[config.mk]
export PLATFORM = sky130hd
export DESIGN_NAME = fsm_monitor
export DESIGN_NICKNAME = d
export VERILOG_FILES = /design/src/hw/fsm_pkg.sv /design/src/hw/fsm_monitor.sv
export VERILOG_INCLUDE_DIRS = /design/src /design/src/hw
export SDC_FILE = /design/constraint.sdc
export NUM_CORES = 1
export LEC_CHECK = 0
export ABC_AREA = 1
export BUFFER_PORTS_ARGS = -buffer_cell sky130_fd_sc_hd__buf_2
export CAP_MARGIN = 10
export CORE_MARGIN = 3
export CORE_UTILIZATION = 40
export DETAILED_ROUTE_END_ITERATION = 16
export SLEW_MARGIN = 20
export SYNTH_ARGS = -nofsm -noshare
export SYNTH_HDL_FRONTEND = slang
export SYNTH_SLANG_ARGS = --single-unit
[constraint.sdc]
create_clock -name i_clock -period 5.2 [get_ports i_clock]
set_clock_uncertainty 0.1 [all_clocks]
set_input_delay 0.26 -clock i_clock [delete_from_list [all_inputs] [get_ports i_clock]]
set_output_delay 0.26 -clock i_clock [all_outputs]
set_load 0.1 [all_outputs]
[src/hw/fsm_consts.svh]
// Purpose: Constants for the motor fault and stall monitor
// Assumes: 40 MHz core clock
// Notes:   Times are in ns, cycle counts derive from them
`ifndef FSM_CONSTS_SVH
`define FSM_CONSTS_SVH

`define FSM_CLK_PERIOD_NS     25
// Filter, retry and open-load times are plain defaults, tune per product
`define FSM_OCP_FILTER_NS     2000
`define FSM_OCP_RETRY_NS      4000000
`define FSM_OL_DETECT_NS      200000000
// Least times round up to whole cycles
`define FSM_CYC_UP(t)         (((t) + `FSM_CLK_PERIOD_NS - 1) / `FSM_CLK_PERIOD_NS)
`define FSM_OCP_FILTER_CYC    `FSM_CYC_UP(`FSM_OCP_FILTER_NS)
`define FSM_OCP_RETRY_CYC     `FSM_CYC_UP(`FSM_OCP_RETRY_NS)
`define FSM_OL_DETECT_CYC     `FSM_CYC_UP(`FSM_OL_DETECT_NS)
`define FSM_AVG_DEPTH         4
`define FSM_LEARN_HALF_CYC    32
`define FSM_LEARN_MARGIN      8'h08
`define FSM_THRESHOLD_RESET   8'h00

`endif

[src/hw/fsm_pkg.sv]
// Purpose: Types for the motor fault and stall monitor
// Assumes: Nothing
// Notes:   Learn states use Gray codes along idle, run, done
package fsm_pkg;
    typedef enum logic [1:0] {
        LEARN_IDLE = 2'h0,
        LEARN_RUN  = 2'h1,
        LEARN_DONE = 2'h3
    } fsm_learn_t;
endpackage

[src/hw/fsm_monitor.sv]
// Purpose: Fault supervision and stall detection for a two-winding bridge
// Assumes: Comparator inputs synchronous to i_clock; i_srst is core reset
// Notes:   Fault line is open drain, driven low only through o_fault_line_n_oe
//
// Functional notes
// Supply undervoltage: outputs hi-Z, pump off until supply recovers
// Supply undervoltage above reset: set summary, supply flag, assert fault line
// Supply recovery releases line, clears summary; supply flag stays latched
// Core reset: flags read low, fault line released
// After reset, summary and line held until supply above rising threshold
// Pump undervoltage: outputs off, pump on, flags set, auto recovery
// Pump undervoltage flag stays until clear command or sleep pulse
// Current limit beyond filter time disables bridge, latches overcurrent flags
// Per-FET flags: short to supply sets low side, to ground high side
// Recovery mode 0: stays off and asserted until clear or power cycle
// Recovery mode 1: resumes after retry time once fault is gone
// Open load flagged only when enabled and coil low past detect time
// Open load latches summary flags plus per-winding flag
// Open load clears only when gone and cleared, or on sleep
// Stall detection runs only in valley ripple mode with enable set
// Eight-bit torque count from rising versus falling off-times
// Torque count below threshold latches stall and summary flags
// Stall drives fault line only when stall report enabled
// Stall flags and line released only by clear or sleep pulse; the code also releases the line when stall report is disabled
// Torque count averages last four half-cycles, held one half-cycle
// Stall detected within two electrical cycles
// Learn over sixteen electrical cycles loads threshold, sets done flag
// Fault line low while reported fault present, released otherwise
`timescale 1ns/1ps
`default_nettype none
`include "fsm_consts.svh"

module fsm_monitor #(
    parameter int unsigned RETRY_CYC = `FSM_OCP_RETRY_CYC,
    parameter int unsigned OL_CYC    = `FSM_OL_DETECT_CYC
) (
    input  wire logic       i_clock,
    input  wire logic       i_srst,
    input  wire logic       i_supply_uv,
    input  wire logic       i_pump_uv,
    input  wire logic [3:0] i_fet_limit_hs,
    input  wire logic [3:0] i_fet_limit_ls,
    input  wire logic [1:0] i_coil_low,
    input  wire logic       i_clear_faults_cmd,
    input  wire logic       i_sleep_pin_n,
    input  wire logic       i_overcurrent_recovery_mode,
    input  wire logic       i_open_load_enable,
    input  wire logic       i_ripple_decay_sel,
    input  wire logic       i_stall_detect_enable,
    input  wire logic       i_stall_report_enable,
    input  wire logic       i_stall_learn_enable,
    input  wire logic       i_threshold_wr,
    input  wire logic [7:0] i_threshold_wdata,
    input  wire logic       i_offtime_valid,
    input  wire logic       i_offtime_rising,
    input  wire logic [7:0] i_offtime,
    input  wire logic       i_half_cycle_end,
    output logic      [1:0] o_bridge_en,
    output logic            o_pump_en,
    output logic            o_fault_line_n_o,
    output logic            o_fault_line_n_oe,
    output logic            o_fault_flag,
    output logic            o_supply_undervoltage_flag,
    output logic            o_pump_undervoltage_flag,
    output logic            o_overcurrent_flag,
    output logic      [3:0] o_low_side_short_flag,
    output logic      [3:0] o_high_side_short_flag,
    output logic            o_open_load_flag,
    output logic            o_winding_a_open_flag,
    output logic            o_winding_b_open_flag,
    output logic            o_stall_flag,
    output logic            o_stall_summary_flag,
    output logic            o_stall_learn_done,
    output logic      [7:0] o_torque_load_count,
    output logic      [7:0] o_stall_threshold
);

    localparam int unsigned FILT_CYC = `FSM_OCP_FILTER_CYC;

    function automatic logic [7:0] sat8(input logic [12:0] v);
        sat8 = (v > 13'h00ff) ? 8'hff : v[7:0];
    endfunction

    // Fault state
    logic        pwrup_q, pwrup_d, suv_q, suv_d, puv_q, puv_d;
    logic [3:0]  ls_q, ls_d, hs_q, hs_d;
    logic [1:0]  ocoff_q, ocoff_d, ol_q, ol_d;
    logic [6:0]  filt_q [8], filt_d [8];
    logic [31:0] retry_q [2], retry_d [2], olcnt_q [2], olcnt_d [2];
    logic        stall_q, stall_d;
    // Torque state
    logic [11:0] rise_q, rise_d, fall_q, fall_d;
    logic [7:0]  hist_q [`FSM_AVG_DEPTH], hist_d [`FSM_AVG_DEPTH];
    logic [2:0]  fill_q, fill_d;
    logic        pub_q, pub_d;
    logic [7:0]  trq_q, trq_d, thr_q, thr_d;
    fsm_pkg::fsm_learn_t lst_q, lst_d;
    logic [5:0]  lcnt_q, lcnt_d;
    logic [12:0] lsum_q, lsum_d;
    logic        ldone_q, ldone_d;
    // Registered outputs
    logic [1:0]  bridge_q, bridge_d;
    logic        pump_q, pump_d, fline_q, fline_d, fault_q, fault_d;

    logic        clr;
    logic [7:0]  lim;
    logic [12:0] diff, asum;
    logic        stall_run;

    always_comb begin
        clr = i_clear_faults_cmd | ~i_sleep_pin_n;
        lim = {i_fet_limit_hs, i_fet_limit_ls};
        pwrup_d = pwrup_q & i_supply_uv;
        // Set wins over clear on every latched flag
        // Power-up below the rising threshold reports only the summary flag
        suv_d = (i_supply_uv & ~pwrup_q) | (suv_q & ~clr);
        puv_d = i_pump_uv | (puv_q & ~clr);
        ls_d = ls_q;
        hs_d = hs_q;
        ocoff_d = ocoff_q;
        for (int i = 0; i < 8; i++) begin
            filt_d[i] = lim[i] ? filt_q[i] + 7'h01 : 7'h00;
            // Saturate only while the limit persists, so a gone fault can be released
            if (lim[i] && filt_q[i] >= 7'(FILT_CYC)) begin
                filt_d[i] = filt_q[i];
            end
        end
        for (int i = 0; i < 4; i++) begin
            ls_d[i] = (filt_q[i] >= 7'(FILT_CYC)) | (ls_q[i] & ~clr);
            hs_d[i] = (filt_q[i + 4] >= 7'(FILT_CYC)) | (hs_q[i] & ~clr);
        end
        for (int b = 0; b < 2; b++) begin
            // Bit order within a nibble: winding A out1, A out2, B out1, B out2
            logic trip;
            logic live;
            trip = (filt_q[2*b] >= 7'(FILT_CYC)) | (filt_q[2*b+1] >= 7'(FILT_CYC))
                 | (filt_q[2*b+4] >= 7'(FILT_CYC)) | (filt_q[2*b+5] >= 7'(FILT_CYC));
            live = lim[2*b] | lim[2*b+1] | lim[2*b+4] | lim[2*b+5];
            retry_d[b] = 32'h0;
            ocoff_d[b] = trip | ocoff_q[b];
            if (ocoff_q[b] & ~trip) begin
                if (i_overcurrent_recovery_mode) begin
                    retry_d[b] = (retry_q[b] < RETRY_CYC) ? retry_q[b] + 32'h1 : retry_q[b];
                    if (retry_q[b] >= RETRY_CYC && !live) begin
                        ocoff_d[b] = 1'b0;
                    end
                end else if (clr) begin
                    ocoff_d[b] = 1'b0;
                end
            end
            // Open load: enable-gated persistence, clear only once condition is gone
            olcnt_d[b] = (i_coil_low[b] & i_open_load_enable) ? olcnt_q[b] + 32'h1 : 32'h0;
            if (i_coil_low[b] && i_open_load_enable && olcnt_q[b] >= OL_CYC) begin
                olcnt_d[b] = olcnt_q[b];
            end
            ol_d[b] = (i_open_load_enable && olcnt_q[b] >= OL_CYC)
                    | (ol_q[b] & ~(clr & ~i_coil_low[b]) & i_sleep_pin_n);
        end

        // Torque count: per half-cycle off-time difference, averaged over four
        rise_d = rise_q;
        fall_d = fall_q;
        if (i_offtime_valid) begin
            if (i_offtime_rising) begin
                rise_d = rise_q + {4'h0, i_offtime};
            end else begin
                fall_d = fall_q + {4'h0, i_offtime};
            end
        end
        diff = (rise_q > fall_q) ? {1'b0, rise_q - fall_q} : {1'b0, fall_q - rise_q};
        hist_d = hist_q;
        fill_d = fill_q;
        pub_d = 1'b0;
        if (i_half_cycle_end) begin
            rise_d = 12'h000;
            fall_d = 12'h000;
            for (int k = `FSM_AVG_DEPTH - 1; k > 0; k--) begin
                hist_d[k] = hist_q[k-1];
            end
            hist_d[0] = sat8(diff);
            fill_d = (fill_q < 3'(`FSM_AVG_DEPTH)) ? fill_q + 3'h1 : fill_q;
            pub_d = 1'b1;
        end
        asum = 13'h0;
        for (int k = 0; k < `FSM_AVG_DEPTH; k++) begin
            asum = asum + {5'h00, hist_q[k]};
        end
        // Publish one cycle after the half-cycle closes, then hold
        trq_d = (pub_q && fill_q == 3'(`FSM_AVG_DEPTH)) ? asum[9:2] : trq_q;

        stall_run = i_ripple_decay_sel & i_stall_detect_enable & (lst_q != fsm_pkg::LEARN_RUN);
        // Checked at every publish, so a stall shows within four half-cycles
        stall_d = (stall_run & pub_q & (fill_q == 3'(`FSM_AVG_DEPTH))
                   & (asum[9:2] < thr_q))
                | (stall_q & ~clr);

        // Learning: sum published counts over 32 half-cycles while stalled
        lst_d = lst_q;
        lcnt_d = lcnt_q;
        lsum_d = lsum_q;
        ldone_d = ldone_q;
        thr_d = i_threshold_wr ? i_threshold_wdata : thr_q;
        unique case (lst_q)
            fsm_pkg::LEARN_IDLE: begin
                if (i_stall_learn_enable) begin
                    lst_d = fsm_pkg::LEARN_RUN;
                    lcnt_d = 6'h00;
                    lsum_d = 13'h0000;
                    ldone_d = 1'b0;
                end
            end
            fsm_pkg::LEARN_RUN: begin
                if (!i_stall_learn_enable) begin
                    lst_d = fsm_pkg::LEARN_IDLE;
                end else if (pub_q && fill_q == 3'(`FSM_AVG_DEPTH)) begin
                    lcnt_d = lcnt_q + 6'h01;
                    lsum_d = lsum_q + {5'h00, asum[9:2]};
                    if (lcnt_q == 6'(`FSM_LEARN_HALF_CYC - 1)) begin
                        thr_d = sat8({5'h00, lsum_d[12:5]} + {5'h00, `FSM_LEARN_MARGIN});
                        ldone_d = 1'b1;
                        lst_d = fsm_pkg::LEARN_DONE;
                    end
                end
            end
            fsm_pkg::LEARN_DONE: begin
                if (!i_stall_learn_enable) begin
                    lst_d = fsm_pkg::LEARN_IDLE;
                end
            end
            default: lst_d = fsm_pkg::LEARN_IDLE;
        endcase

        pump_d = ~i_supply_uv;
        bridge_d = (i_supply_uv | i_pump_uv) ? 2'b00 : ~ocoff_d;
        fault_d = i_supply_uv | pwrup_d | i_pump_uv | (|ocoff_d) | (|ol_d)
                | stall_d;
        fline_d = i_supply_uv | pwrup_d | i_pump_uv | (|ocoff_d) | (|ol_d)
                | (stall_d & i_stall_report_enable);
    end

    always_ff @(posedge i_clock) begin
        if (i_srst) begin
            // Core reset: all flags low, line released, bridge and pump off
            pwrup_q <= 1'b1;
            suv_q <= 1'b0;
            puv_q <= 1'b0;
            ls_q <= 4'h0;
            hs_q <= 4'h0;
            ocoff_q <= 2'b00;
            ol_q <= 2'b00;
            stall_q <= 1'b0;
            for (int i = 0; i < 8; i++) begin
                filt_q[i] <= 7'h00;
            end
            for (int b = 0; b < 2; b++) begin
                retry_q[b] <= 32'h0;
                olcnt_q[b] <= 32'h0;
            end
            rise_q <= 12'h000;
            fall_q <= 12'h000;
            for (int k = 0; k < `FSM_AVG_DEPTH; k++) begin
                hist_q[k] <= 8'h00;
            end
            fill_q <= 3'h0;
            pub_q <= 1'b0;
            trq_q <= 8'h00;
            thr_q <= `FSM_THRESHOLD_RESET;
            lst_q <= fsm_pkg::LEARN_IDLE;
            lcnt_q <= 6'h00;
            lsum_q <= 13'h0000;
            ldone_q <= 1'b0;
            bridge_q <= 2'b00;
            pump_q <= 1'b0;
            fline_q <= 1'b0;
            fault_q <= 1'b0;
        end else begin
            pwrup_q <= pwrup_d;
            suv_q <= suv_d;
            puv_q <= puv_d;
            ls_q <= ls_d;
            hs_q <= hs_d;
            ocoff_q <= ocoff_d;
            ol_q <= ol_d;
            stall_q <= stall_d;
            filt_q <= filt_d;
            retry_q <= retry_d;
            olcnt_q <= olcnt_d;
            rise_q <= rise_d;
            fall_q <= fall_d;
            hist_q <= hist_d;
            fill_q <= fill_d;
            pub_q <= pub_d;
            trq_q <= trq_d;
            thr_q <= thr_d;
            lst_q <= lst_d;
            lcnt_q <= lcnt_d;
            lsum_q <= lsum_d;
            ldone_q <= ldone_d;
            bridge_q <= bridge_d;
            pump_q <= pump_d;
            fline_q <= fline_d;
            fault_q <= fault_d;
        end
    end

    always_comb begin
        o_bridge_en = bridge_q;
        o_pump_en = pump_q;
        o_fault_line_n_o = 1'b0;
        o_fault_line_n_oe = fline_q;
        o_fault_flag = fault_q;
        o_supply_undervoltage_flag = suv_q;
        o_pump_undervoltage_flag = puv_q;
        o_overcurrent_flag = |{ls_q, hs_q};
        o_low_side_short_flag = ls_q;
        o_high_side_short_flag = hs_q;
        o_open_load_flag = |ol_q;
        o_winding_a_open_flag = ol_q[0];
        o_winding_b_open_flag = ol_q[1];
        o_stall_flag = stall_q;
        o_stall_summary_flag = stall_q;
        o_stall_learn_done = ldone_q;
        o_torque_load_count = trq_q;
        o_stall_threshold = thr_q;
    end

endmodule // fsm_monitor
`default_nettype wire

==> impl_summary.txt, run 1 <==
----------------------------------------------------
[Placement]
  IO buf count ... roughly 80
  Placed cell count ... ~2900
  Routability Congestion ... around 0.87
  DP HPWL ... ~29000 µm

[Yosys]
  Flip-flop and latch count after synthesis ... between 300 and 400
  Top-area cell type share of the netlist area ... 0.366
  Number of instances in the synthesized netlist ... between 2000 and 2500
  Ranking of synthesized cells by area ... sky130_fd_sc_hd__dfxtp_1, sky130_fd_sc_hd__nand2_1, sky130_fd_sc_hd__inv_1
  Mapped cell area ... about 17000 µm²
  Average cell area after synthesis ... between 7 and 8 µm²
  Count of flip-flops with a built-in enable after synthesis ... 0
  Async set-reset flop share out of synthesis ... 0
  Sequential element share of the synthesized area ... 0.366
  Most used DFF post-synth ... sky130_fd_sc_hd__dfxtp_1
  YS warnings ... 0
  Yosys cell types ... 54
  Cell taking the most area after synthesis ... sky130_fd_sc_hd__dfxtp_1
  Nets in the synthesized netlist ... between 2000 and 3000

[STA]
  Max Clock Freq ... just over 200 MHz
  Final setup TNS ... 0 ns
  Final period util ... 0.925
  Worst Hold Slack ... around 0.025 ns
  Number of hold violations in the final report ... 0
  Slew at the pin closest to its max-slew limit ... around 1.1 ns
  Slew HR ... 0.288
  Number of max-slew violations in the final report ... 0
  Time the final worst path needs with I/O delays and setup ... 4.81 ns
  Final setup viols ... 0

[Floorplan]
  Core outline area ... approximately 40000 µm²
  Starting utilization of the core area ... 0.411
  Chip Height ... 210 µm
  Number of top-level design ports ... 81
  Overall die area ... about 44000 µm²
  Horizontal die dimension ... around 210 µm
  Count of standard-cell rows ... 73

[Power and ir drop]
  Tot Pwr ... 5.59 mW
  Maximum ir drop on the vdd rail ... approximately 0.19 mV
  Power density over cell area ... 295 nW/µm²
  Standby leakage power ... slightly below 8 nW

[Critical path]
  Kind of end point of the critical path ... flip-flop
  Critical path peak fanout ... 5
  Required time reported for the critical path endpoint ... around 5.6 ns
  Reg-to-reg startpoint ... hist_q[2]$_SDFFE_PP0P_
  Critical path's slowest cell ... sky130_fd_sc_hd__fa_1
  Start point of the critical path ... hist_q[2]$_SDFFE_PP0P_
  Category of the critical setup timing path ... flip-flop to flip-flop
  Arrival time worst endpoint ... between 5 and 6 ns
  Delay contributed by the slowest stage of the critical path ... 0.55 ns
  Crit-path most repeated cell ... sky130_fd_sc_hd__nand2_1
  Kind of start point of the critical path ... flip-flop

[Min path]
  Start point of the worst hold path ... i_fet_limit_ls[2]
  Worst min-delay path class ... input port to flip-flop

[CTS]
  Clock network latency to the later pin of the worst-skew pair ... between 0.5 and 0.6 ns
  CTS max path bufs ... 3
  Clock-pin slew reported for the worst setup and hold paths after clock tree synthesis ... about 0.06 ns
  Number of clock sinks seen by CTS ... approximately 300
  Number of buffers created by CTS ... 35
  H-Tree Level Count ... 2
  Root Buffer Master ... sky130_fd_sc_hd__clkbuf_16
  CTS tree ... yes

[Layout]
  Antenna fix cells ... 0
  Synth-to-layout area growth ... 14.4%
  Post-Layout Cell Count ... roughly 3000
  Nets ... about 2600
  Layout cells sized above 1 ... 0.0818
  Utilization after layout ... 0.471

[Global route]
  Initial antenna violation count ... 0
  Overflow left after global routing ... 0
  Vias in the first global route ... 13915
  Aggregate global-route resource usage ... 0.171
  Largest net degree at the start of global routing ... 36
  Global-route wire length before repair ... between 60000 and 70000 µm

[Status]
  Outcome ... completed

[Routing]
  Total via count in the routed design ... around 15000
  Antenna viol nets, final ... 0
  Detailed Routing Iterations Pass 1 ... 5
  Drc violations ... 0
  Routed via count divided by cell count ... approximately 5
  Routed WL ... ~38000 µm
  DRC marker count from the first detailed-route iteration ... 830
  Wire per inst ... roughly 13 µm

[Job]
  Max-cap check violation count ... 0

----------------------------------------------------
[flip-flops by register name, indices dropped and copies added (netlist names), 2 cells and up]
name	cells
olcnt_q	64
retry_q	64
filt_q	56
hist_q	32
lsum_q	13
fall_q	12
rise_q	12
o_stall_threshold	8
o_torque_load_count	8
lcnt_q	6
o_high_side_short_flag	4
o_low_side_short_flag	4
fill_q	3
lst_q	2
o_bridge_en	2
ocoff_q	2
ol_q	2
[metrics by stage]
step                worst slack [ns]  instance area (µm²)
finish                         0.390                19000
global route                 -0.0203                19000
CTS                            0.167                18800
detailed placement             0.188                17500
global placement               0.279                17500
floorplan                      0.612                16600
[kinds of logic (layout without fill, tap and decap cells)]
family / count (synthesis) / count (layout) / synth area share
xor gates and xnor gates: 63 / 63 / 0.0333
and+or+nand+nor: 1005 / 1005 / 0.260
muxes: 2 / 2 / 0.00121
buffers and inverters: 461 / 586 / 0.107
AOI/OAI and AO/OA: 411 / 411 / 0.138
adders and majority gates: 112 / 112 / 0.0941
other: 1 / 1 / 0.000226
DFF: 303 / 303 / 0.366
[what timing repair did]
action	CTS	global route
setup buffers	0	1
resized for setup	0	19
hold endpoints to repair	36	0
hold buffers	19	0
setup endpoints to repair	0	8
[path summary, 6_finish.rpt]
path	endpoint	slack [ns]	depth (start not counted)
hold / removal	filt_q[41]$_SDFFE_PP0N_	0.02	3
setup reg to reg	o_stall_threshold[4]$_SDFF_PP0_	0.39	35
hold reg to reg	retry_q[22]$_SDFFE_PP0N_	0.32	2
setup / recovery	o_stall_threshold[4]$_SDFF_PP0_	0.39	35
[routing by layer]
| layer | up-vias | wire (µm) | global-route usage |
|---|---|---|---|
| met5 | - | 0 | 0 |
| met4 | 0 | 804 | 0.0450 |
| met3 | 58 | 1570 | 0.0350 |
| met2 | 209 | 17200 | 0.285 |
| met1 | 6673 | 18500 | 0.226 |
| li1 | 7759 | - | - |
[cells in the mapped netlist, types with 5 or more instances]
cell and number:
sky130_fd_sc_hd__nand2_1 473, sky130_fd_sc_hd__inv_1 408, sky130_fd_sc_hd__dfxtp_1 303, sky130_fd_sc_hd__nor2_1 262, sky130_fd_sc_hd__a21oi_1 219, sky130_fd_sc_hd__o21ai_0 101, sky130_fd_sc_hd__nand3_1 96, sky130_fd_sc_hd__ha_1 91
sky130_fd_sc_hd__nand4_1 61, sky130_fd_sc_hd__xor2_1 48, sky130_fd_sc_hd__nor3_1 44, sky130_fd_sc_hd__clkbuf_1 27, sky130_fd_sc_hd__nor4_1 26, sky130_fd_sc_hd__o22ai_1 22, sky130_fd_sc_hd__fa_1 21, sky130_fd_sc_hd__a211oi_1 15
sky130_fd_sc_hd__o211ai_1 15, sky130_fd_sc_hd__xnor2_1 15, sky130_fd_sc_hd__nand2_2 12, sky130_fd_sc_hd__buf_4 8, sky130_fd_sc_hd__or2_2 8, sky130_fd_sc_hd__a21o_1 6, sky130_fd_sc_hd__a31oi_1 6, sky130_fd_sc_hd__o21bai_1 6
sky130_fd_sc_hd__and3_1 5, sky130_fd_sc_hd__inv_2 5, sky130_fd_sc_hd__nor3b_1 5
[cells in the final DEF (no fill, tap or decap), drive strengths merged, types with 9 or more instances in the layout]
cell type	synthesis	final
o22ai	22	22
nand4	61	61
a21oi	224	224
fa	21	21
dlygate4sd3	0	19
xnor2	15	15
nand3	97	97
inv	414	415
nor2	267	267
ha	91	91
dfxtp	303	303
nor4	26	26
o21ai	107	107
buf	16	88
o211ai	16	16
or2	9	9
xor2	48	48
clkbuf	28	49
a211oi	15	15
clkinv	3	10
nor3	48	48
nand2	486	486
[worst max-delay path: cells and delay by family, from the launching register on]
family / cells / cell delay (ns)
adders and majority gates: 5 / 1.69
and+or+nand+nor: 18 / 1.47
AOI/OAI and AO/OA: 5 / 0.75
buffers and inverters: 7 / 0.40
DFF: 1 / 0.31
[power by group]
| group | switching, mW | internal [mW] | leakage [nW] | total, mW |
|---|---|---|---|---|
| combinational | 0.469 | 0.240 | 4.81 | 0.709 |
| clock | 1.01 | 1.49 | 0.569 | 2.50 |
| sequential | 0.0260 | 2.36 | 2.45 | 2.39 |
[area by class of cell]
type                       count  area, µm²
inverter                     417       1570
clock buffer                  49        988
tap                          525        657
clock inverter                13        189
timing repair buffer         107        653
sequential                   303       6070
fill                        4034      21300
multi-input combinational   1594       8840
(Power assumes the default switching activity.)
==> inputs of run 2 (changes only) <==
--- a/config.mk
+++ b/config.mk
@@ -6,12 +6,13 @@
 export SDC_FILE = /design/constraint.sdc
 export NUM_CORES = 1
 export LEC_CHECK = 0
-export ABC_AREA = 1
 export BUFFER_PORTS_ARGS = -buffer_cell sky130_fd_sc_hd__buf_2
 export CAP_MARGIN = 10
+export CORE_ASPECT_RATIO = 1.25
 export CORE_MARGIN = 3
 export CORE_UTILIZATION = 40
 export DETAILED_ROUTE_END_ITERATION = 16
+export MAX_ROUTING_LAYER = met4
 export SLEW_MARGIN = 20
 export SYNTH_ARGS = -nofsm -noshare
 export SYNTH_HDL_FRONTEND = slang
==> run 2 against run 1 <==
Effect of this change: non-clock buffer count increased by 39; first-iteration DRC count decreased by 47%; the flow now finishes with violations (setup timing); count of clock-buffer cells in the layout decreased by 1; critical path depth decreased by 8; die area decreased by 8.8%; worst hold slack improved by 0.020 ns; power decreased by 1.9%; global-route usage decreased by 1.2 points; highest routed layer unchanged; setup slack got worse by 0.52 ns; critical path type unchanged; sequential cell count unchanged; combinational power decreased by 11%; core utilization increased by 1.4 points.
==> impl_summary.txt, run 2 <==
----------------------------------------------------
[Layout]
  Utilization after layout ... 0.485 (was 0.471)
  Most common cell after layout, fill and taps aside ... sky130_fd_sc_hd__dfxtp_1 (was sky130_fd_sc_hd__nand2_1)
  Layout cells sized above 1 ... 0.132 (was 0.0818)
  Number of inserted filler cells in the final layout ... 3542 (was 4034)
  Synth-to-layout area growth ... 18.1% (was 14.4%)
  Top library cells by usage in the layout, fill and taps aside ... sky130_fd_sc_hd__dfxtp_1, sky130_fd_sc_hd__nor2_1, sky130_fd_sc_hd__inv_1 (was sky130_fd_sc_hd__nand2_1, sky130_fd_sc_hd__inv_1, sky130_fd_sc_hd__dfxtp_1)
  Largest registers ... olcnt_q (64), retry_q (64), filt_q (56) (unchanged)
  Nets ... 2021 (was 2612)

[STA]
  Worst Hold Slack ... 0.0446 ns (was 0.0249 ns)
  Final setup viols ... 3 (was 0)
  Slew at the pin closest to its max-slew limit ... 0.964 ns (was 1.07 ns)
  Slew HR ... 0.355 (was 0.288)
  Time the final worst path needs with I/O delays and setup ... 5.33 ns (was 4.81 ns)
  Unrepaired setup endpoints after global routing ... true
  Number of hold violations in the final report ... 0 (unchanged)
  Final setup TNS ... -0.271 ns (was 0 ns)
  Max Clock Freq ... 187 MHz (was 208 MHz)
  Final period util ... 1.03 (was 0.925)
  Number of max-slew violations in the final report ... 0 (unchanged)
  Setup ws final ... -0.134 ns (was 0.390 ns)

[Routing]
  Total via count in the routed design ... 11912 (was 14699)
  DRT met1 WL ... 14000 µm (was 18500 µm)
  Routed via count divided by cell count ... 5.02 (was 4.89)
  Highest metal layer used by the detailed router ... met4 (unchanged)
  Wire per inst ... 13.3 µm (was 12.7 µm)
  Routed met2 length ... 15700 µm (was 17200 µm)
  Drc violations ... 0 (unchanged)
  Antenna viol nets, final ... 0 (unchanged)
  Wire length on met3 ... 1130 µm (was 1570 µm)
  Routed WL ... 31600 µm (was 38100 µm)
  Detailed Routing Iterations Pass 1 ... 4 (was 5)
  DRC marker count from the first detailed-route iteration ... 439 (was 830)

[CTS]
  CTS max path bufs ... 3 (unchanged)
  CTS tree ... yes (unchanged)
  Clock-pin slew reported for the worst setup and hold paths after clock tree synthesis ... 0.06 ns (about the same)
  Clock network latency to the later pin of the worst-skew pair ... 0.51 ns (was 0.55 ns)
  H-Tree Level Count ... 2 (unchanged)
  Root Buffer Master ... sky130_fd_sc_hd__clkbuf_16 (unchanged)
  Number of buffers created by CTS ... 34 (was 35)
  Number of clock sinks seen by CTS ... 303 (unchanged)

[Critical path]
  Category of the critical setup timing path ... flip-flop to flip-flop (unchanged)
  Kind of start point of the critical path ... flip-flop (unchanged)
  Required time reported for the critical path endpoint ... 5.51 ns (was 5.55 ns)
  Critical path peak fanout ... 3 (was 5)
  Arrival time worst endpoint ... 5.64 ns (was 5.16 ns)
  Kind of end point of the critical path ... flip-flop (unchanged)

[Job]
  Max-cap check violation count ... 0 (unchanged)

[Yosys]
  Flip-flop and latch count after synthesis ... 303 (unchanged)
  Async set-reset flop share out of synthesis ... 0 (unchanged)
  Compound-cell area share of the yosys netlist ... 0.118 (was 0.138)
  Count of flip-flops with a built-in enable after synthesis ... 0 (unchanged)
  Cell taking the most area after synthesis ... sky130_fd_sc_hd__dfxtp_1 (unchanged)
  Multiplexer fraction of the synthesized cell area ... 0.0252 (was 0.00121)
  Leading cell type by number of instances after synthesis ... sky130_fd_sc_hd__dfxtp_1 (was sky130_fd_sc_hd__nand2_1)
  Top-area cell type share of the netlist area ... 0.403 (was 0.366)
  Mapped cell area ... 15100 µm² (was 16600 µm²)
  Sequential element share of the synthesized area ... 0.403 (was 0.366)
  Most used DFF post-synth ... sky130_fd_sc_hd__dfxtp_1 (unchanged)
  Simple-gate area share of the yosys netlist ... 0.216 (was 0.260)
  Ranking of synthesized cells by area ... sky130_fd_sc_hd__dfxtp_1, sky130_fd_sc_hd__ha_1, sky130_fd_sc_hd__nor2_1 (was sky130_fd_sc_hd__dfxtp_1, sky130_fd_sc_hd__nand2_1, sky130_fd_sc_hd__inv_1)
  Fraction of the mapped netlist area in adder cells ... 0.103 (was 0.0941)
  Dominant combinational cell family by area after synthesis ... simple AND/OR/NAND/NOR gates (unchanged)
  YS warnings ... 0 (unchanged)
  Average cell area after synthesis ... 8.67 µm² (was 7.03 µm²)
  Leading cell types by count after synthesis ... sky130_fd_sc_hd__dfxtp_1, sky130_fd_sc_hd__nor2_1, sky130_fd_sc_hd__inv_1, sky130_fd_sc_hd__nand2_1, sky130_fd_sc_hd__a21oi_1 (was sky130_fd_sc_hd__nand2_1, sky130_fd_sc_hd__inv_1, sky130_fd_sc_hd__dfxtp_1, sky130_fd_sc_hd__nor2_1, sky130_fd_sc_hd__a21oi_1)
  Yosys cell types ... 81 (was 54)
  Number of instances in the synthesized netlist ... 1739 (was 2358)
  Nets in the synthesized netlist ... 1893 (was 2512)
  Synthesized-area fraction occupied by xor and xnor cells ... 0.0847 (was 0.0333)

[Floorplan]
  Horizontal die dimension ... 180 µm (was 210 µm)
  Count of standard-cell rows ... 78 (was 73)
  Starting utilization of the core area ... 0.411 (about the same)
  Core outline area ... 36700 µm² (was 40300 µm²)
  Number of top-level design ports ... 81 (unchanged)
  Overall die area ... 40100 µm² (was 43900 µm²)
  Chip Height ... 223 µm (was 210 µm)

[Global route]
  Overflow left after global routing ... 0 (unchanged)
  Initial antenna violation count ... 2 (was 0)
  Aggregate global-route resource usage ... 0.159 (was 0.171)
  Largest net degree at the start of global routing ... 56 (was 36)
  Global-route wire length before repair ... 54100 µm (was 64400 µm)
  Vias in the first global route ... 11793 (was 13915)

[Power and ir drop]
  Sw frac ... 0.247 (was 0.268)
  Part of the total power dissipated in the clock network ... 0.449 (was 0.447)
  Power density over cell area ... 308 nW/µm² (was 295 nW/µm²)
  Share of total power in sequential cells ... 0.436 (was 0.427)
  Share of total power in combinational logic ... 0.115 (was 0.127)
  Net switching power ... 1.36 mW (was 1.50 mW)
  Maximum ir drop on the vdd rail ... 0.183 mV (was 0.186 mV)
  Standby leakage power ... 7.25 nW (was 7.84 nW)
  Internal power of the cells ... 4.13 mW (was 4.09 mW)

[Status]
  Violated checks ... setup timing
  Outcome ... finished with violations (was completed)

[Min path]
  Worst min-delay path class ... input port to flip-flop (unchanged)

[Placement]
  DP HPWL ... 22500 µm (was 28600 µm)
  IO buf count ... 79 (unchanged)
  Routability Congestion ... 0.885 (was 0.865)

----------------------------------------------------
run 2: changes by cell type after synthesis, moves of 41 or more:
cell,delta
sky130_fd_sc_hd__xnor2_1,+41
sky130_fd_sc_hd__inv_1,-267
sky130_fd_sc_hd__nand2_1,-345
sky130_fd_sc_hd__nand3_1,-49
sky130_fd_sc_hd__a21oi_1,-124
sky130_fd_sc_hd__o21ai_0,-59
run 2: area by class of cell:
cell class,count,area [µm²],share of cell area
Multi-Input combinational cell,1241,8470,0.476
Sequential cell,303,6070,0.341
Clock buffer,48,1000,0.0565
Timing Repair Buffer,146,950,0.0534
Tap cell,480,601,0.0338
Inverter,141,529,0.0297
Clock inverter,12,160,0.00900
Antenna cell,1,2.50,0.000141
run 2: timing repair:
item / 4_1_cts / 5_1_grt
endpoints found under the hold margin: 31 / 0
pin swaps: 22 / 22
gates resized for setup: 22 / 23
endpoints found under the setup margin: 3 / 8
hold buffers: 12 / 0
setup buffers: 8 / 3
run 2: cell families after synthesis:
group / after synthesis
other: 1
xor gates and xnor gates: 144
AOI/OAI and AO/OA: 275
buffers and inverters: 195
and+or+nand+nor: 672
DFF: 303
adders and majority gates: 112
muxes: 37
run 2: layer usage:
metal  up-vias  track usage
met4         0       0.0447
li1       6142            -
met3        53       0.0285
met1      5583        0.185
met2       134        0.283
met5         -            -
run 2: stage by stage:
step	cells	power [mW]	instance area, µm²	worst slack [ns]
4_1_cts	2369	5.56	17700	-0.145
2_1_floorplan	1739	2.87	15100	-0.109
5_1_grt	2372	5.74	17800	-0.389
3_5_place_dp	2289	3.04	16200	-0.316
6_report	2372	5.48	17800	-0.134
3_3_place_gp	2289	3.03	16200	-0.147
run 2: worst paths after layout:
check                                                    startpoint  slack (ns)  depth (start not counted)                                   to
worst max-delay path                         hist_q[2]$_SDFFE_PP0P_       -0.13                         27      o_stall_threshold[3]$_SDFF_PP0_
worst min-delay path                           i_threshold_wdata[5]        0.04                          3      o_stall_threshold[5]$_SDFF_PP0_
worst max register to register               hist_q[2]$_SDFFE_PP0P_       -0.13                         27      o_stall_threshold[3]$_SDFF_PP0_
worst min register to register  o_torque_load_count[4]$_SDFFE_PP0P_        0.35                          2  o_torque_load_count[4]$_SDFFE_PP0P_
run 2: critical path, cell delays in order, from the launching register on:
cell	delay, ns
sky130_fd_sc_hd__dfxtp_2	0.33
sky130_fd_sc_hd__inv_2	0.04
sky130_fd_sc_hd__fa_1	0.49
sky130_fd_sc_hd__fa_1	0.56
sky130_fd_sc_hd__inv_2	0.06
sky130_fd_sc_hd__ha_4	0.20
sky130_fd_sc_hd__a31o_2	0.20
sky130_fd_sc_hd__a21o_1	0.17
sky130_fd_sc_hd__a21o_1	0.16
sky130_fd_sc_hd__a21oi_2	0.16
sky130_fd_sc_hd__o21ai_1	0.09
sky130_fd_sc_hd__a21o_1	0.22
sky130_fd_sc_hd__xor2_2	0.24
sky130_fd_sc_hd__ha_4	0.26
sky130_fd_sc_hd__buf_6	0.12
sky130_fd_sc_hd__a21oi_2	0.15
sky130_fd_sc_hd__inv_2	0.05
sky130_fd_sc_hd__o211ai_1	0.12
sky130_fd_sc_hd__a21oi_2	0.09
sky130_fd_sc_hd__nor2_1	0.15
sky130_fd_sc_hd__inv_1	0.09
sky130_fd_sc_hd__ha_4	0.25
sky130_fd_sc_hd__or4_4	0.43
sky130_fd_sc_hd__o2111ai_4	0.11
sky130_fd_sc_hd__buf_6	0.16
sky130_fd_sc_hd__o31ai_4	0.05
sky130_fd_sc_hd__o211ai_1	0.12
sky130_fd_sc_hd__nor2_1	0.06
run 2: power groups by stage:
stage | clock network [mW] | registers (mW) | logic, mW
after floorplan | 0 | 2.48 | 0.384
after global placement | 0 | 2.44 | 0.583
after detailed placement | 0 | 2.44 | 0.593
after CTS | 2.55 | 2.39 | 0.625
after global routing | 2.63 | 2.40 | 0.709
final | 2.46 | 2.39 | 0.631
==> inputs of run 3 (changes only) <==
--- a/config.mk
+++ b/config.mk
@@ -13,6 +13,7 @@
 export CORE_UTILIZATION = 40
 export DETAILED_ROUTE_END_ITERATION = 16
 export MAX_ROUTING_LAYER = met4
+export REMOVE_ABC_BUFFERS = 1
 export SLEW_MARGIN = 20
 export SYNTH_ARGS = -nofsm -noshare
 export SYNTH_HDL_FRONTEND = slang
==> constraint.sdc (replaced) <==
create_clock -name i_clock -period 6.5 [get_ports i_clock]
set_clock_uncertainty 0.1 [all_clocks]
set_input_delay 0.325 -clock i_clock [delete_from_list [all_inputs] [get_ports i_clock]]
set_output_delay 0.325 -clock i_clock [all_outputs]
set_load 0.1 [all_outputs]
==> run 3 against run 2 <==
Effect of this change: the run now ends clean; power fell by 25%; core utilization fell by 1.9 points; worst hold slack got worse by 0.015 ns; non-clock buffer count fell by 44; die area did not move; maximum frequency fell by 12%; setup slack improved by 0.60 ns; critical endpoint is now o_stall_threshold[4]$_SDFF_PP0_.
==> impl_summary.txt, run 3 (synthesis gave the netlist of run 2 again) <==
----------------------------------------------------
[Global route]
  Overflow left after global routing ... 0 (unchanged)
  Global-route wire length before repair ... 52600 µm (was 54100 µm)
  Vias in the first global route ... 11253 (was 11793)
  Largest net degree at the start of global routing ... 48 (was 56)
  Aggregate global-route resource usage ... 0.153 (was 0.159)
  Initial antenna violation count ... 1 (was 2)

[Power and ir drop]
  Tot Pwr ... 4.13 mW (was 5.48 mW)
  Maximum ir drop on the vdd rail ... 0.167 mV (was 0.183 mV)
  Standby leakage power ... 6.90 nW (was 7.25 nW)
  Power density over cell area ... 242 nW/µm² (was 308 nW/µm²)

[Critical path]
  Worst reg-to-reg setup slack ... 0.46 ns (was -0.13 ns)
  R2R Path End ... o_stall_threshold[4]$_SDFF_PP0_ (was o_stall_threshold[3]$_SDFF_PP0_)
  Arrival time worst endpoint ... 6.39 ns (was 5.64 ns)
  Kind of start point of the critical path ... flip-flop (unchanged)
  Reg-to-reg startpoint ... hist_q[2]$_SDFFE_PP0P_ (unchanged)
  Critical path peak fanout ... 6 (was 3)
  Kind of end point of the critical path ... flip-flop (unchanged)
  Category of the critical setup timing path ... flip-flop to flip-flop (unchanged)
  Required time reported for the critical path endpoint ... 6.86 ns (was 5.51 ns)
  Number of cells traversed by the worst register-to-register path ... 23 (was 27)

[Routing]
  Routed via count divided by cell count ... 5.00 (was 5.02)
  Drc violations ... 0 (unchanged)
  Routed WL ... 30300 µm (was 31600 µm)
  Wire per inst ... 13.0 µm (was 13.3 µm)
  Total via count in the routed design ... 11635 (was 11912)
  Detailed Routing Iterations Pass 1 ... 5 (was 4)
  Antenna viol nets, final ... 0 (unchanged)
  DRC marker count from the first detailed-route iteration ... 598 (was 439)

[Layout]
  Nets ... 1974 (was 2021)
  Number of inserted filler cells in the final layout ... 3600 (was 3542)
  Layout cells sized above 1 ... 0.0900 (was 0.132)
  Final Cell Area ... 17100 µm² (was 17800 µm²)
  Most common cell after layout, fill and taps aside ... sky130_fd_sc_hd__dfxtp_1 (unchanged)
  Largest registers ... olcnt_q (64), retry_q (64), filt_q (56) (unchanged)
  Top library cells by usage in the layout, fill and taps aside ... sky130_fd_sc_hd__dfxtp_1, sky130_fd_sc_hd__nor2_1, sky130_fd_sc_hd__inv_1 (unchanged)
  Utilization after layout ... 0.466 (was 0.485)
  Post-Layout Cell Count ... 2326 (was 2372)
  Synth-to-layout area growth ... 13.5% (was 18.1%)
  Area occupied by multi-input gates ... 8280 µm² (was 8470 µm²)
  Combined flip-flop and latch cell area ... 6070 µm² (about the same)

[Floorplan]
  Starting utilization of the core area ... 0.411 (unchanged)
  Overall die area ... 40100 µm² (unchanged)
  Chip Height ... 223 µm (unchanged)
  Horizontal die dimension ... 180 µm (unchanged)
  Count of standard-cell rows ... 78 (unchanged)
  Number of top-level design ports ... 81 (unchanged)
  Core outline area ... 36700 µm² (unchanged)

[Placement]
  Routability Congestion ... 0.868 (was 0.885)
  Post-detailed-placement cell area ... 15900 µm² (was 16200 µm²)
  DP HPWL ... 22000 µm (was 22500 µm)
  Worst slack at placement ... 0.346 ns (was -0.316 ns)
  IO buf count ... 79 (unchanged)
  Placed cell count ... 2253 (was 2289)

[STA]
  Time the final worst path needs with I/O delays and setup ... 6.04 ns (was 5.33 ns)
  Worst Hold Slack ... 0.0292 ns (was 0.0446 ns)
  Setup ws final ... 0.462 ns (was -0.134 ns)
  Unrepaired setup endpoints after global routing ... false (was true)
  Final period util ... 0.929 (was 1.03)
  Final setup viols ... 0 (was 3)
  Slew HR ... 0.395 (was 0.355)
  Final setup TNS ... 0 ns (was -0.271 ns)
  Number of hold violations in the final report ... 0 (unchanged)
  Number of max-slew violations in the final report ... 0 (unchanged)
  Max Clock Freq ... 166 MHz (was 187 MHz)
  Slew at the pin closest to its max-slew limit ... 0.905 ns (was 0.964 ns)

[Min path]
  Start point of the worst hold path ... i_coil_low[1] (was i_threshold_wdata[5])
  Number of cells traversed by the worst hold path ... 2 (was 3)
  WHS Endpoint ... olcnt_q[24]$_SDFFE_PP0N_ (was o_stall_threshold[5]$_SDFF_PP0_)
  Worst min-delay path class ... input port to flip-flop (unchanged)

[Status]
  Outcome ... completed (was finished with violations)

[CTS]
  CTS max path bufs ... 3 (unchanged)
  Post-CTS Repair Setup Buffers ... 0 (was 8)
  Root Buffer Master ... sky130_fd_sc_hd__clkbuf_16 (unchanged)
  Clock-pin slew reported for the worst setup and hold paths after clock tree synthesis ... 0.06 ns (about the same)
  Clock network latency to the later pin of the worst-skew pair ... 0.57 ns (was 0.51 ns)
  Number of buffers created by CTS ... 31 (was 34)
  H-Tree Level Count ... 1 (was 2)
  Number of clock sinks seen by CTS ... 303 (unchanged)
  CTS tree ... yes (unchanged)

[Job]
  Max-cap check violation count ... 0 (unchanged)

----------------------------------------------------
## run 3: cell types whose count changed in the layout (fill, tap and decap cells not counted), moves of 4 or more
| cell | before | now |
|---|---|---|
| sky130_fd_sc_hd__o21ai_0 | 38 | 42 |
| sky130_fd_sc_hd__ha_4 | 5 | 0 |
| sky130_fd_sc_hd__dfxtp_2 | 5 | 0 |
| sky130_fd_sc_hd__inv_1 | 136 | 141 |
| sky130_fd_sc_hd__clkbuf_16 | 35 | 31 |
| sky130_fd_sc_hd__buf_6 | 5 | 0 |
| sky130_fd_sc_hd__buf_4 | 51 | 10 |
| sky130_fd_sc_hd__o21ai_1 | 13 | 9 |
| sky130_fd_sc_hd__inv_2 | 5 | 0 |
| sky130_fd_sc_hd__ha_1 | 86 | 91 |
| sky130_fd_sc_hd__dfxtp_1 | 298 | 303 |
## run 3: worst max path at each step
stage / from / end
3_5_place_dp: hist_q[2]$_SDFFE_PP0P_ / o_stall_threshold[4]$_SDFF_PP0_
6_report: hist_q[2]$_SDFFE_PP0P_ / o_stall_threshold[4]$_SDFF_PP0_
3_3_place_gp: hist_q[10]$_SDFFE_PP0P_ / o_stall_threshold[4]$_SDFF_PP0_
5_1_grt: hist_q[10]$_SDFFE_PP0P_ / o_stall_threshold[4]$_SDFF_PP0_
2_1_floorplan: hist_q[2]$_SDFFE_PP0P_ / o_stall_threshold[4]$_SDFF_PP0_
4_1_cts: hist_q[10]$_SDFFE_PP0P_ / o_stall_threshold[4]$_SDFF_PP0_
## run 3: repair_timing
item                                    4_1_cts  5_1_grt
hold buffers                                 14        0
endpoints found under the hold margin        24        0
gates resized for setup                       0        3
endpoints found under the setup margin        0        2
## run 3: final cells by class
cell class / count / area share
multi-input cells: 1241 / 0.484
flip-flops and latches: 303 / 0.355
clock buffers: 42 / 0.0513
repair buffers: 102 / 0.0354
well taps: 480 / 0.0351
inverters: 141 / 0.0309
clock inverters: 16 / 0.00856
diodes: 1 / 0.000146
## run 3: worst max-delay path, stage by stage (launching register included)
cell and delay (ns):
sky130_fd_sc_hd__dfxtp_1 0.34, sky130_fd_sc_hd__inv_1 0.06, sky130_fd_sc_hd__fa_1 0.49, sky130_fd_sc_hd__fa_1 0.57
sky130_fd_sc_hd__inv_1 0.06, sky130_fd_sc_hd__ha_1 0.28, sky130_fd_sc_hd__a31o_2 0.23, sky130_fd_sc_hd__a21o_1 0.20
sky130_fd_sc_hd__a21o_1 0.18, sky130_fd_sc_hd__a21oi_1 0.21, sky130_fd_sc_hd__o21ai_0 0.12, sky130_fd_sc_hd__a21o_1 0.24
sky130_fd_sc_hd__xor2_2 0.17, sky130_fd_sc_hd__ha_1 0.36, sky130_fd_sc_hd__and3_1 0.21, sky130_fd_sc_hd__a211oi_2 0.26
sky130_fd_sc_hd__o21a_1 0.22, sky130_fd_sc_hd__o211ai_1 0.19, sky130_fd_sc_hd__ha_1 0.36, sky130_fd_sc_hd__or4_1 0.47
sky130_fd_sc_hd__o2111ai_1 0.18, sky130_fd_sc_hd__nor3_1 0.10, sky130_fd_sc_hd__o311ai_1 0.27, sky130_fd_sc_hd__nor2_1 0.07
## run 3: per-layer routing
layer / part of all wire / vias up / GRT usage
li1: - / 6038 / -
met1: 0.46 / 5394 / 0.190
met2: 0.48 / 147 / 0.258
met3: 0.038 / 56 / 0.0251
met4: 0.024 / 0 / 0.0457
met5: 0 / - / -
## run 3: where the power goes
group	switching (mW)	internal, mW
registers	0.0258	1.89
clock network	0.748	1.03
logic	0.271	0.174
